--- src/design/svdc_pkg.sv ---
package svdc_pkg;
   localparam logic [6:0] SVDC_SLAVE_ADDR = 7'h71;
   localparam logic [2:0] SVDC_CMD_ON = 3'h0;
   localparam logic [2:0] SVDC_CMD_SETUP = 3'h1;
   localparam logic [2:0] SVDC_CMD_READ = 3'h2;
   localparam logic [2:0] SVDC_CMD_OFF = 3'h3;
   localparam logic [4:0] SVDC_CODE_RESET = 5'h1f;
   localparam int SVDC_CODE_MSB = 7;
   localparam int SVDC_CODE_LSB = 3;
   localparam int SVDC_STATUS_BIT = 2;
   localparam int SVDC_CLK_HZ = 40_000_000;
   localparam int SVDC_PG_TIME_US = 50;
   localparam int SVDC_PG_MAX_US = 70;
   localparam int SVDC_PG_CYCLES = SVDC_PG_TIME_US * (SVDC_CLK_HZ / 1_000_000);

   typedef enum logic [2:0] {
      SVDC_IDLE,
      SVDC_ADDR,
      SVDC_CMD,
      SVDC_WDATA,
      SVDC_RDATA,
      SVDC_SKIP
   } svdc_state_type;

   typedef struct packed {
      logic cpu_en;
      logic io_en;
      logic clk_en;
   } svdc_conv_type;
endpackage

--- src/design/svdc_top.sv ---
`timescale 1ns/1ps
// Overview of operation
// - respond only to seven-bit address 1110001
// - direction bit zero writes, one reads
// - sample on SCL rise, drive on fall
// - detect start and stop while SCL high
// - decode top three command bits only
// - codes on, off, setup, read-back
// - address mismatch: release bus, wait start
// - acknowledge matching address byte
// - ack both data bytes; store on setup
// - five upper data bits form code
// - after final ack return to idle
// - read-back sends register 0 then 1
// - read byte: code, status, two zeros
// - ignore turn-on until setup done
// - two identical commands change on state
// - bus-on set by on pair, cleared by off pair
// - registers locked while converters running
// - select input picks register for divider
// - power-good low about 50 us
// - enables float only when bus-on high
// - codes reset to all ones
// - off status is NAND, forces outputs low
// - reset idles interface, status off
// - timer fires on select toggle, status fall
// - power-good low during shutdown
module svdc_top
   import svdc_pkg::*;
#(
   parameter int PG_CYCLES = svdc_pkg::SVDC_PG_CYCLES
) (
   // clock and reset
   input wire logic sys_clk_in,
   input wire logic rst_in,
   // serial bus
   input wire logic scl_in,
   input wire logic sda_in,
   output logic sda_out,
   output logic sda_oe_out,
   // converter control
   input wire logic global_regulator_on_in,
   input wire logic reg_select_in,
   output svdc_pkg::svdc_conv_type conv_oe_out,
   output logic [4:0] voltage_code_bits_out,
   output logic supply_settled_flag_oe_out,
   output logic bus_on_state_out,
   output logic converter_off_status_out
);
   import svdc_pkg::*;

   ////////////////////////////////////////////////////////////////////////////
   // synchronisers and edge detection
   logic [1:0] scl_sync_q, sda_sync_q, von_sync_q, sel_sync_q;
   logic scl_prev_q, sda_prev_q, sel_prev_q;
   logic scl_rise, scl_fall, start_det, stop_det, sel_toggle, von;

   always_ff @(posedge sys_clk_in) begin
      if (rst_in) begin
         scl_sync_q <= 2'h3;
         sda_sync_q <= 2'h3;
         von_sync_q <= 2'h0;
         sel_sync_q <= 2'h0;
         scl_prev_q <= 1'b1;
         sda_prev_q <= 1'b1;
         sel_prev_q <= 1'b0;
      end else begin
         scl_sync_q <= {scl_sync_q[0], scl_in};
         sda_sync_q <= {sda_sync_q[0], sda_in};
         von_sync_q <= {von_sync_q[0], global_regulator_on_in};
         sel_sync_q <= {sel_sync_q[0], reg_select_in};
         scl_prev_q <= scl_sync_q[1];
         sda_prev_q <= sda_sync_q[1];
         sel_prev_q <= sel_sync_q[1];
      end
   end

   assign scl_rise = scl_sync_q[1] & ~scl_prev_q;
   assign scl_fall = ~scl_sync_q[1] & scl_prev_q;
   assign start_det = scl_sync_q[1] & scl_prev_q & sda_prev_q & ~sda_sync_q[1];
   assign stop_det = scl_sync_q[1] & scl_prev_q & ~sda_prev_q & sda_sync_q[1];
   assign sel_toggle = sel_sync_q[1] ^ sel_prev_q;
   assign von = von_sync_q[1];

   ////////////////////////////////////////////////////////////////////////////
   // serial protocol engine
   svdc_state_type state_q;
   logic [7:0] shift_q;
   logic [3:0] bit_cnt_q;
   logic in_ack_q, byte_idx_q, ack_drv_q, out_drv_q, rd_ack_seen_q, sda_nack_q;
   logic [2:0] cmd_q;
   logic [4:0] code0_q, code1_q;
   logic setup_done_q, bus_on_q, pend_valid_q, pend_on_q, off_status;
   logic byte_done, rd_ack, match_now;
   logic [7:0] rd_byte;

   assign off_status = ~(von & bus_on_q);
   assign byte_done = scl_rise & ~in_ack_q & (bit_cnt_q == 4'h7);
   assign rd_ack = scl_rise & in_ack_q & (state_q == SVDC_RDATA);

   function automatic logic [7:0] read_byte(input logic [4:0] code, input logic off);
      read_byte = {code, off, 2'b00};
   endfunction

   assign rd_byte = read_byte(byte_idx_q ? code1_q : code0_q, off_status);
   // only the seven address bits take part; the eighth is the direction
   assign match_now = shift_q[6:0] == SVDC_SLAVE_ADDR;

   always_ff @(posedge sys_clk_in) begin
      if (rst_in) begin
         state_q <= SVDC_IDLE;
         shift_q <= 8'h00;
         bit_cnt_q <= 4'h0;
         in_ack_q <= 1'b0;
         byte_idx_q <= 1'b0;
      end else if (stop_det) begin
         state_q <= SVDC_IDLE;
      end else if (start_det) begin
         state_q <= SVDC_ADDR;
         bit_cnt_q <= 4'h0;
         in_ack_q <= 1'b0;
         byte_idx_q <= 1'b0;
      end else if (state_q != SVDC_IDLE && state_q != SVDC_SKIP) begin
         if (scl_rise && !in_ack_q && state_q != SVDC_RDATA) begin
            shift_q <= {shift_q[6:0], sda_sync_q[1]};
         end
         if (byte_done) begin
            bit_cnt_q <= 4'h0;
            in_ack_q <= 1'b1;
            case (state_q)
               SVDC_ADDR: begin
                  if (!match_now) begin
                     state_q <= SVDC_SKIP;
                  end
               end
               default: begin
               end
            endcase
         end else if (scl_rise && !in_ack_q) begin
            bit_cnt_q <= bit_cnt_q + 4'h1;
         end else if (scl_fall && in_ack_q && (ack_drv_q || rd_ack_seen_q)) begin
            in_ack_q <= 1'b0;
            case (state_q)
               SVDC_ADDR: begin
                  byte_idx_q <= 1'b0;
                  state_q <= shift_q[0] ? SVDC_RDATA : SVDC_CMD;
               end
               SVDC_CMD: begin
                  state_q <= (shift_q[7:5] == SVDC_CMD_READ) ? SVDC_SKIP : SVDC_WDATA;
                  if (shift_q[7:5] > SVDC_CMD_OFF) begin
                     state_q <= SVDC_SKIP;
                  end
               end
               SVDC_WDATA: begin
                  byte_idx_q <= 1'b1;
                  if (byte_idx_q) begin
                     state_q <= SVDC_IDLE;
                  end
               end
               SVDC_RDATA: begin
                  byte_idx_q <= 1'b1;
                  if (byte_idx_q || sda_nack_q) begin
                     state_q <= SVDC_IDLE;
                  end
               end
               default: begin
               end
            endcase
         end
      end
   end

   // the read path keeps its own host-ack sample, seen at the ack clock's rise
   always_ff @(posedge sys_clk_in) begin
      if (rst_in) begin
         rd_ack_seen_q <= 1'b0;
         sda_nack_q <= 1'b0;
      end else if (rd_ack) begin
         rd_ack_seen_q <= 1'b1;
         sda_nack_q <= sda_sync_q[1];
      end else if (scl_fall) begin
         rd_ack_seen_q <= 1'b0;
      end
   end

   ////////////////////////////////////////////////////////////////////////////
   // command latch and acknowledge drive
   always_ff @(posedge sys_clk_in) begin
      if (rst_in) begin
         cmd_q <= SVDC_CMD_READ;
      end else if (byte_done && state_q == SVDC_CMD) begin
         cmd_q <= shift_q[6:4];
      end
   end

   always_ff @(posedge sys_clk_in) begin
      if (rst_in || start_det || stop_det) begin
         ack_drv_q <= 1'b0;
         out_drv_q <= 1'b0;
      end else if (scl_fall) begin
         ack_drv_q <= 1'b0;
         out_drv_q <= 1'b0;
         if (in_ack_q && !ack_drv_q && state_q != SVDC_RDATA && state_q != SVDC_SKIP &&
             state_q != SVDC_IDLE) begin
            ack_drv_q <= 1'b1;
         end
         if (state_q == SVDC_RDATA && !in_ack_q) begin
            out_drv_q <= ~rd_byte[3'(4'h7 - bit_cnt_q)];
         end
         // the first bit of each read byte goes out at the fall that ends the ack before it
         if (in_ack_q && state_q == SVDC_ADDR && ack_drv_q && shift_q[0]) begin
            out_drv_q <= ~code0_q[4];
         end
         if (in_ack_q && state_q == SVDC_RDATA && rd_ack_seen_q && !sda_nack_q && !byte_idx_q) begin
            out_drv_q <= ~code1_q[4];
         end
      end
   end

   assign sda_out = 1'b0;
   assign sda_oe_out = ack_drv_q | out_drv_q;

   ////////////////////////////////////////////////////////////////////////////
   // registers and on/off pairing
   logic wr_byte;
   assign wr_byte = byte_done && state_q == SVDC_WDATA;

   always_ff @(posedge sys_clk_in) begin
      if (rst_in) begin
         code0_q <= SVDC_CODE_RESET;
         code1_q <= SVDC_CODE_RESET;
         setup_done_q <= 1'b0;
      end else if (wr_byte && cmd_q == SVDC_CMD_SETUP && !(bus_on_q && von)) begin
         setup_done_q <= setup_done_q | byte_idx_q;
         if (byte_idx_q) begin
            code1_q <= shift_q[6:2];
         end else begin
            code0_q <= shift_q[6:2];
         end
      end
   end

   logic cmd_done;
   assign cmd_done = wr_byte && byte_idx_q;

   always_ff @(posedge sys_clk_in) begin
      if (rst_in) begin
         bus_on_q <= 1'b0;
         pend_valid_q <= 1'b0;
         pend_on_q <= 1'b0;
      end else if (cmd_done || (state_q == SVDC_CMD && byte_done)) begin
         if (cmd_done && (cmd_q == SVDC_CMD_ON || cmd_q == SVDC_CMD_OFF) &&
             !(cmd_q == SVDC_CMD_ON && !setup_done_q)) begin
            pend_valid_q <= 1'b1;
            pend_on_q <= (cmd_q == SVDC_CMD_ON);
            if (pend_valid_q && pend_on_q == (cmd_q == SVDC_CMD_ON)) begin
               bus_on_q <= (cmd_q == SVDC_CMD_ON);
               pend_valid_q <= 1'b0;
            end
         end else if (!cmd_done && shift_q[6:4] != SVDC_CMD_ON && shift_q[6:4] != SVDC_CMD_OFF) begin
            pend_valid_q <= 1'b0;
         end
      end
   end

   ////////////////////////////////////////////////////////////////////////////
   // divider select, enables and power-good timer
   logic off_prev_q;
   logic [$clog2(PG_CYCLES + 1)-1:0] pg_cnt_q;

   always_ff @(posedge sys_clk_in) begin
      if (rst_in) begin
         voltage_code_bits_out <= SVDC_CODE_RESET;
      end else begin
         voltage_code_bits_out <= sel_sync_q[1] ? code1_q : code0_q;
      end
   end

   always_ff @(posedge sys_clk_in) begin
      if (rst_in) begin
         off_prev_q <= 1'b1;
         pg_cnt_q <= '0;
      end else begin
         off_prev_q <= off_status;
         if (off_status) begin
            pg_cnt_q <= '0;
         end else if (sel_toggle || off_prev_q) begin
            pg_cnt_q <= ($bits(pg_cnt_q))'(PG_CYCLES);
         end else if (pg_cnt_q != '0) begin
            pg_cnt_q <= pg_cnt_q - 1'b1;
         end
      end
   end

   always_ff @(posedge sys_clk_in) begin
      if (rst_in) begin
         conv_oe_out <= '1;
         supply_settled_flag_oe_out <= 1'b1;
      end else begin
         conv_oe_out <= {3{off_status}};
         supply_settled_flag_oe_out <= off_status | (pg_cnt_q != '0) | sel_toggle | off_prev_q;
      end
   end

   assign bus_on_state_out = bus_on_q;
   assign converter_off_status_out = off_status;

   ////////////////////////////////////////////////////////////////////////////
   // checks
   pg_len_a: assert property (@(posedge sys_clk_in) disable iff (rst_in)
      $fell(off_status) |-> ##2 supply_settled_flag_oe_out [*8]) else $error("pg pulse short");
   off_nand_a: assert property (@(posedge sys_clk_in) disable iff (rst_in)
      !off_status |=> conv_oe_out == 3'b000) else $error("enables held in run");
   enables_off_a: assert property (@(posedge sys_clk_in) disable iff (rst_in)
      off_status |=> conv_oe_out == 3'b111) else $error("enables released");
   pg_shut_a: assert property (@(posedge sys_clk_in) disable iff (rst_in)
      off_status |=> supply_settled_flag_oe_out) else $error("pg released in shutdown");
   lock_regs_a: assert property (@(posedge sys_clk_in) disable iff (rst_in)
      (bus_on_q && von) |=> $stable(code0_q) && $stable(code1_q)) else $error("locked regs changed");
   on_gate_a: assert property (@(posedge sys_clk_in) disable iff (rst_in)
      !setup_done_q |=> !bus_on_q || $past(bus_on_q)) else $error("on before setup");
   sel_route_a: assert property (@(posedge sys_clk_in) disable iff (rst_in)
      ##1 voltage_code_bits_out == ($past(sel_sync_q[1]) ? $past(code1_q) : $past(code0_q)))
      else $error("divider route wrong");
   sel_pulse_a: assert property (@(posedge sys_clk_in) disable iff (rst_in)
      sel_toggle |=> supply_settled_flag_oe_out [*3]) else $error("sel pulse missing");
endmodule

--- config.mk ---
export PLATFORM = sky130hd
export DESIGN_NAME = svdc_top
export DESIGN_NICKNAME = d
export VERILOG_FILES = /design/src/design/svdc_pkg.sv /design/src/design/svdc_top.sv
export SDC_FILE = /design/constraint.sdc
export NUM_CORES = 1
export LEC_CHECK = 0
export ABC_AREA = 1
export BUFFER_PORTS_ARGS = -buffer_cell sky130_fd_sc_hd__buf_2
export CAP_MARGIN = 20
export CORE_ASPECT_RATIO = 0.6
export CORE_MARGIN = 8
export CORE_UTILIZATION = 29
export CTS_CLUSTER_DIAMETER = 150
export DETAILED_ROUTE_END_ITERATION = 10
export MAX_ROUTING_LAYER = met4
export SYNTH_ARGS = -nofsm -noshare
export SYNTH_HDL_FRONTEND = slang
export SYNTH_SLANG_ARGS = --single-unit
export TNS_END_PERCENT = 30
--- constraint.sdc ---
create_clock -name sys_clk_in -period 3.39 [get_ports sys_clk_in]
set_clock_uncertainty 0.15 [all_clocks]
set_input_delay 0.8475 -clock sys_clk_in [delete_from_list [all_inputs] [get_ports sys_clk_in]]
set_output_delay 0.8475 -clock sys_clk_in [all_outputs]
set_load 0.02 [all_outputs]
* Word-level counts from Yosys, hierarchy flattened *
Cells that the tools add are included.

word-level totals
  latch bits = 0
  bits in read-only memories = 0
  word-level logic and storage cells = 207
  memories = 0
  flip-flop bits (word level) = 67
  output and inout bits = 13
  bits of input ports = 6
  memory bits (writable) = 0

cells by class
  multiply operators = 0
  add/sub/neg operators = 3
  equality and inequality tests = 25
  shift operators = 0
  reductions and logical operators = 75
  order comparisons = 2
  bitwise gates (word level) = 30
  muxes and demuxes = 43
  div/mod/pow operators = 0

operators with widths
  operator                                              number
  2-to-1 mux 3 bit                                      10
  logical AND 1 bit                                     29
  2-to-1 mux 1 bit                                      22
  2-to-1 mux 11 bit                                     2
  != test 3 bit (second input constant)                 6
  2-to-1 mux 4 bit                                      4
  AND reduction 8 bit                                   2
  nonzero test 3 bit                                    5
  bitwise AND 1 bit                                     12
  equality test 3 x 2 -> 1 bit (second input constant)  4
  inverter 1 bit                                        12
  one-hot mux 3 bit (4 select lines)                    1
  nonzero test 2 bit                                    6
  nonzero test 11 bit                                   1
  subtractor 11 x 1 -> 11 bit (second input constant)   1
  2-to-1 mux 5 bit                                      2
  zero test 1 bit                                       8
  != test 2 bit (second input constant)                 4
  != test 4 bit (second input constant)                 2
  AND reduction 2 bit                                   4
  AND reduction 4 bit                                   2
  equality test 7 bit (second input constant)           1
  logical OR 1 bit                                      7
  equality test 3 x 1 -> 1 bit (second input constant)  2
  other kinds (20)                                      29

* Logic depth before layout (Yosys ltp) *
  depth in word-level cells = 11
  gate-level depth with buffers = 10

* Worst setup path after synthesis *
Ideal clock, no wire load.

  kind = in2reg
  start = input rst_in
  end = register cmd_q[1]
  data arrival time = 1421 ps
  stages on the path = 4
  library setup time = 138 ps
  path buffers = 2
  data required time = 3102 ps
  path slack = 1681 ps
  cell sequence = inv_1 buf_2 clkbuf_1 o211ai_1

RTL lines
  element               line             source
  from (decl)           svdc_top.sv:35   input wire logic rst_in,
  to (signal assigned)  svdc_top.sv:192  cmd_q <= shift_q[6:4];
  to (decl)             svdc_top.sv:91   logic [2:0] cmd_q;

No word-level cell between the ends.

* Final worst setup path *
  start = register bit_cnt_q[0]
  end = register code1_q[1]

between the ends
  cells in the longest elaborated chain, start to end = 6

RTL lines
  element                               line             source
  from (decl)                           svdc_top.sv:89   logic [3:0] bit_cnt_q;
  from (signal assigned)                svdc_top.sv:140  bit_cnt_q <= bit_cnt_q + 4'h1;
  equality test 4 x 3 -> 1 bit          svdc_top.sv:98   assign byte_done = scl_rise & ~in_ack_q & (bit_cnt_q == 4'h7);
  bitwise AND 1 bit                     svdc_top.sv:98
  logical AND 1 bit                     svdc_top.sv:226  assign wr_byte = byte_done && state_q == SVDC_WDATA;
  logical AND 1 bit (2 in a row)        svdc_top.sv:233  end else if (wr_byte && cmd_q == SVDC_CMD_SETUP && !(bus_on_q && von)) begin
  AND reduction 2 bit (no source line)  -
  to (signal assigned)                  svdc_top.sv:236  code1_q <= shift_q[6:2];
  to (decl)                             svdc_top.sv:92   logic [4:0] code0_q, code1_q;

Every way passes these cells.
A chain may end at the register's enable or synchronous reset.

==> run_summary.xml <==
<?xml version="1.0" encoding="UTF-8"?>
<metrics>
  <group name="outcome">
    <metric name="status" unit="">complete, no violations</metric>
  </group>
  <group name="global_route">
    <metric name="first_global_vias" unit="">2482</metric>
    <metric name="grt_pass1_wl" unit="µm">12160</metric>
    <metric name="grt_total_ovfl" unit="">0</metric>
    <metric name="number_of_antenna_violations_at_the_first_check_in_global_routing" unit="">0</metric>
    <metric name="gr-usage-all-layers" unit="">0.1128</metric>
    <metric name="grt_start_max_net_pins" unit="">30</metric>
  </group>
  <group name="min_path">
    <metric name="hold_class" unit="">reg -&gt; reg</metric>
  </group>
  <group name="setup_path">
    <metric name="crit_type" unit="">reg -&gt; reg</metric>
    <metric name="r2r_start" unit="">bit_cnt_q[0]</metric>
    <metric name="ff2ff_path_depth" unit="">8</metric>
    <metric name="cp_data_arrival_time" unit="ps">2240</metric>
    <metric name="critical_path.endpoint" unit="">code1_q[1]</metric>
    <metric name="crit_fanout" unit="">11</metric>
    <metric name="rr_endpoint" unit="">code1_q[1]</metric>
    <metric name="startpoint_type_of_the_worst_setup_path" unit="">flip-flop</metric>
    <metric name="critical_path_required" unit="ps">3410</metric>
    <metric name="worst-r2r-setup-slack" unit="ps">1170</metric>
    <metric name="cp-startpoint" unit="">bit_cnt_q[0]</metric>
    <metric name="kind_of_capture_point_of_the_worst_setup_path" unit="">flip-flop</metric>
  </group>
  <group name="run">
    <metric name="drv.max_cap_violation_count" unit="">0</metric>
  </group>
  <group name="sta">
    <metric name="finalSetupTns" unit="ps">0</metric>
    <metric name="achievable-frequency" unit="MHz">451.1</metric>
    <metric name="final.period_utilization" unit="">0.6539</metric>
    <metric name="period_needed" unit="ps">2217</metric>
    <metric name="worst_slew_margin_rel" unit="">0.4560</metric>
    <metric name="report.final.hold_viol_count" unit="">0</metric>
    <metric name="worst_pin_slew" unit="ps">815.1</metric>
    <metric name="grt_setup_unrepaired" unit="">false</metric>
    <metric name="slew_violations" unit="">0</metric>
    <metric name="setup_viol" unit="">0</metric>
  </group>
  <group name="floorplanning">
    <metric name="top_level_ports" unit="">19</metric>
    <metric name="core.rowCount" unit="">29</metric>
    <metric name="die_area" unit="µm²">14280</metric>
    <metric name="fp.dieH" unit="µm">95.82</metric>
    <metric name="coreArea" unit="µm²">10450</metric>
    <metric name="floorplan.initialDensity" unit="">0.2947</metric>
    <metric name="die-width" unit="µm">149.0</metric>
  </group>
  <group name="power_and_ir_drop">
    <metric name="leakagePower" unit="nW">1.573</metric>
    <metric name="netSwitchingFraction" unit="">0.2268</metric>
    <metric name="largest_voltage_drop_on_the_vdd_net" unit="mV">0.2353</metric>
    <metric name="p_clk_frac" unit="">0.492</metric>
    <metric name="logic_pwr_share" unit="">0.030</metric>
    <metric name="switching_power" unit="mW">0.3811</metric>
    <metric name="cell_internal_pwr" unit="mW">1.299</metric>
    <metric name="seq_power_share" unit="">0.478</metric>
    <metric name="power.density" unit="nW/µm²">475.6</metric>
  </group>
  <group name="cells_and_area">
    <metric name="fin_area" unit="µm²">3533</metric>
    <metric name="final_net_count" unit="">452</metric>
    <metric name="fillCellCount" unit="">1123</metric>
    <metric name="antenna-diode-count" unit="">0</metric>
    <metric name="final_layout_size_suffix_gt1_frac" unit="">0.1454</metric>
    <metric name="area_delta_synth_final" unit="%">14.75</metric>
    <metric name="post-route-util" unit="">0.3381</metric>
  </group>
  <group name="clock_tree">
    <metric name="cts-htree-levels" unit="">3</metric>
    <metric name="insertion_delay" unit="ps">340</metric>
    <metric name="postCtsHoldBufs" unit="">0</metric>
    <metric name="cts.sink_count" unit="">67</metric>
    <metric name="cts_inserted_buffers" unit="">9</metric>
    <metric name="clock_slew_seen_by_the_registers_of_the_worst_setup_and_hold_paths" unit="ps">60</metric>
    <metric name="tritoncts" unit="">yes</metric>
    <metric name="cts_buffer_depth" unit="">2</metric>
    <metric name="postCtsResizedCells" unit="">0</metric>
    <metric name="ctsRootBufferMaster" unit="">sky130_fd_sc_hd__clkbuf_16</metric>
    <metric name="cts.repair_timing.setup_buffer_count" unit="">0</metric>
  </group>
  <group name="synth">
    <metric name="syn-num-nets" unit="">436</metric>
    <metric name="synth.distinct_cells" unit="">38</metric>
    <metric name="yosys_register_bits" unit="">67</metric>
    <metric name="syn_avg_cell_area" unit="µm²">7.211</metric>
    <metric name="synth-seq-area-share" unit="">0.4356</metric>
    <metric name="synth_warnings" unit="">0</metric>
    <metric name="mappedNetlistArea" unit="µm²">3079</metric>
    <metric name="syn_inst" unit="">427</metric>
  </group>
  <group name="route">
    <metric name="dr_total_vias" unit="">2749</metric>
    <metric name="remaining_drc_errors" unit="">0</metric>
    <metric name="drt_iter0_markers" unit="">172</metric>
    <metric name="post_drt_wl_per_cell" unit="µm">12.52</metric>
    <metric name="antenna_violating_nets_post_route" unit="">0</metric>
    <metric name="routed_wl" unit="µm">7339</metric>
    <metric name="initial_drt_pass_iterations" unit="">5</metric>
    <metric name="route.detailed.vias_per_inst" unit="">4.691</metric>
  </group>
  <group name="placed_design">
    <metric name="post-dp-hpwl" unit="µm">5501</metric>
    <metric name="numPortBuffers" unit="">17</metric>
    <metric name="globalplace.congestion" unit="">0.8946</metric>
    <metric name="place_area" unit="µm²">3273</metric>
  </group>
</metrics>
[stage by stage]
| step | worst slack [ps] | power (mW) | std cells | hold slack, ps |
|---|---|---|---|---|
| finish | 1173 | 1.681 | 586 | 255.1 |
| global route | 1008 | 1.747 | 586 | 279.2 |
| CTS | 1222 | 1.702 | 586 | 257.0 |
| detailed placement | 973.8 | 0.8707 | 571 | 244.5 |
| global placement | 983.5 | 0.8699 | 571 | 243.0 |
| floorplan | 1681 | 0.8567 | 427 | 238.3 |
[per-layer routing]
layer / vias to the layer above / track usage / routed length [µm]
met5: - / - / 0
met4: 0 / 0.04010 / 94
met3: 10 / 0.04272 / 528
met2: 73 / 0.1417 / 2680
met1: 1247 / 0.1570 / 4035
li1: 1419 / - / -
[how the worst min path moves through the flow]
stage | endpoint | slack (ps) | from | cells past startpoint
after global placement | sda_sync_q[1] | 240 | sda_sync_q[0] | 1
after global routing | scl_sync_q[1] | 280 | scl_sync_q[0] | 1
final | sda_sync_q[1] | 260 | sda_sync_q[0] | 1
after detailed placement | sda_sync_q[1] | 240 | sda_sync_q[0] | 1
after CTS | sda_sync_q[1] | 260 | sda_sync_q[0] | 1
after floorplan | sel_sync_q[1] | 240 | sel_sync_q[0] | 2
[final cells by class]
cell class,count,area (µm²),share of cell area
timing repair buffer,17,85.08,0.02408
inverter,63,239.0,0.06763
tap,139,173.9,0.04922
clock buffer,10,229.0,0.06480
multi-input combinational,285,1434,0.4058
sequential,67,1341,0.3796
clock inverter,5,31.28,0.008853
[cells by family after synthesis]
family	after synthesis	share of synthesized area
fa+ha+maj	3	0.01219
compound gates	87	0.1609
simple gates	191	0.2828
buf+inv	75	0.09874
flops	67	0.4356
xor+xnor	3	0.008535
other cells	1	0.001218
[power by group through the flow]
stage | Clock [mW] | Combinational, mW | Sequential, mW
5_1_grt | 0.886 | 0.0578 | 0.804
6_report | 0.826 | 0.0507 | 0.803
3_3_place_gp | 0 | 0.0499 | 0.820
3_5_place_dp | 0 | 0.0506 | 0.820
2_1_floorplan | 0 | 0.0361 | 0.821
4_1_cts | 0.848 | 0.0509 | 0.803
[flip-flops by register name, indices dropped and copies added (netlist names), 2 cells and up]
signal and flops:
sda_sync_q 2, shift_q 8, von_sync_q 2, code0_q 5, cmd_q 3, pg_cnt_q 11
bit_cnt_q 4, scl_sync_q 2, voltage_code_bits_out 5, state_q 3, sel_sync_q 2, code1_q 5
[synth_stat cells (all sizes together)]
cell,number,share of area
nand3,24,0.042
nand3b,1,0.0024
a31oi,2,0.0041
a211oi,2,0.0065
nand4,9,0.022
nor3,9,0.016
nand2,87,0.11
ha,3,0.012
xor2,3,0.0085
or2,9,0.018
nor2,51,0.069
clkbuf,4,0.0049
o21a,1,0.0024
clkinv,1,0.0012
o211ai,12,0.029
conb,1,0.0012
nor3b,1,0.0024
a21oi,39,0.068
dfxtp,67,0.44
buf,8,0.016
inv,62,0.076
o21ai,31,0.050
[cells in the final DEF, fill, tap and decap left out, types with 8 or more instances in the layout]
| master | synthesis | routed |
|---|---|---|
| sky130_fd_sc_hd__nand2_1 | 85 | 85 |
| sky130_fd_sc_hd__dfxtp_1 | 67 | 67 |
| sky130_fd_sc_hd__inv_2 | 9 | 9 |
| sky130_fd_sc_hd__a21oi_1 | 37 | 37 |
| sky130_fd_sc_hd__nand3_1 | 22 | 22 |
| sky130_fd_sc_hd__nor3_1 | 8 | 8 |
| sky130_fd_sc_hd__o21ai_0 | 24 | 24 |
| sky130_fd_sc_hd__nor2_1 | 44 | 44 |
| sky130_fd_sc_hd__o211ai_1 | 12 | 12 |
| sky130_fd_sc_hd__clkbuf_16 | 0 | 9 |
| sky130_fd_sc_hd__inv_1 | 52 | 52 |
| sky130_fd_sc_hd__buf_2 | 4 | 17 |
[critical path, stage by stage (launching register included)]
cell	delay, ps
sky130_fd_sc_hd__dfxtp_1	460
sky130_fd_sc_hd__ha_1	210
sky130_fd_sc_hd__nand2_1	80
sky130_fd_sc_hd__nor2_1	150
sky130_fd_sc_hd__nand2_2	140
sky130_fd_sc_hd__inv_4	130
sky130_fd_sc_hd__nand4_1	430
sky130_fd_sc_hd__nand2_1	190
sky130_fd_sc_hd__o211ai_1	100
Power figures use the tool's default switching activity.
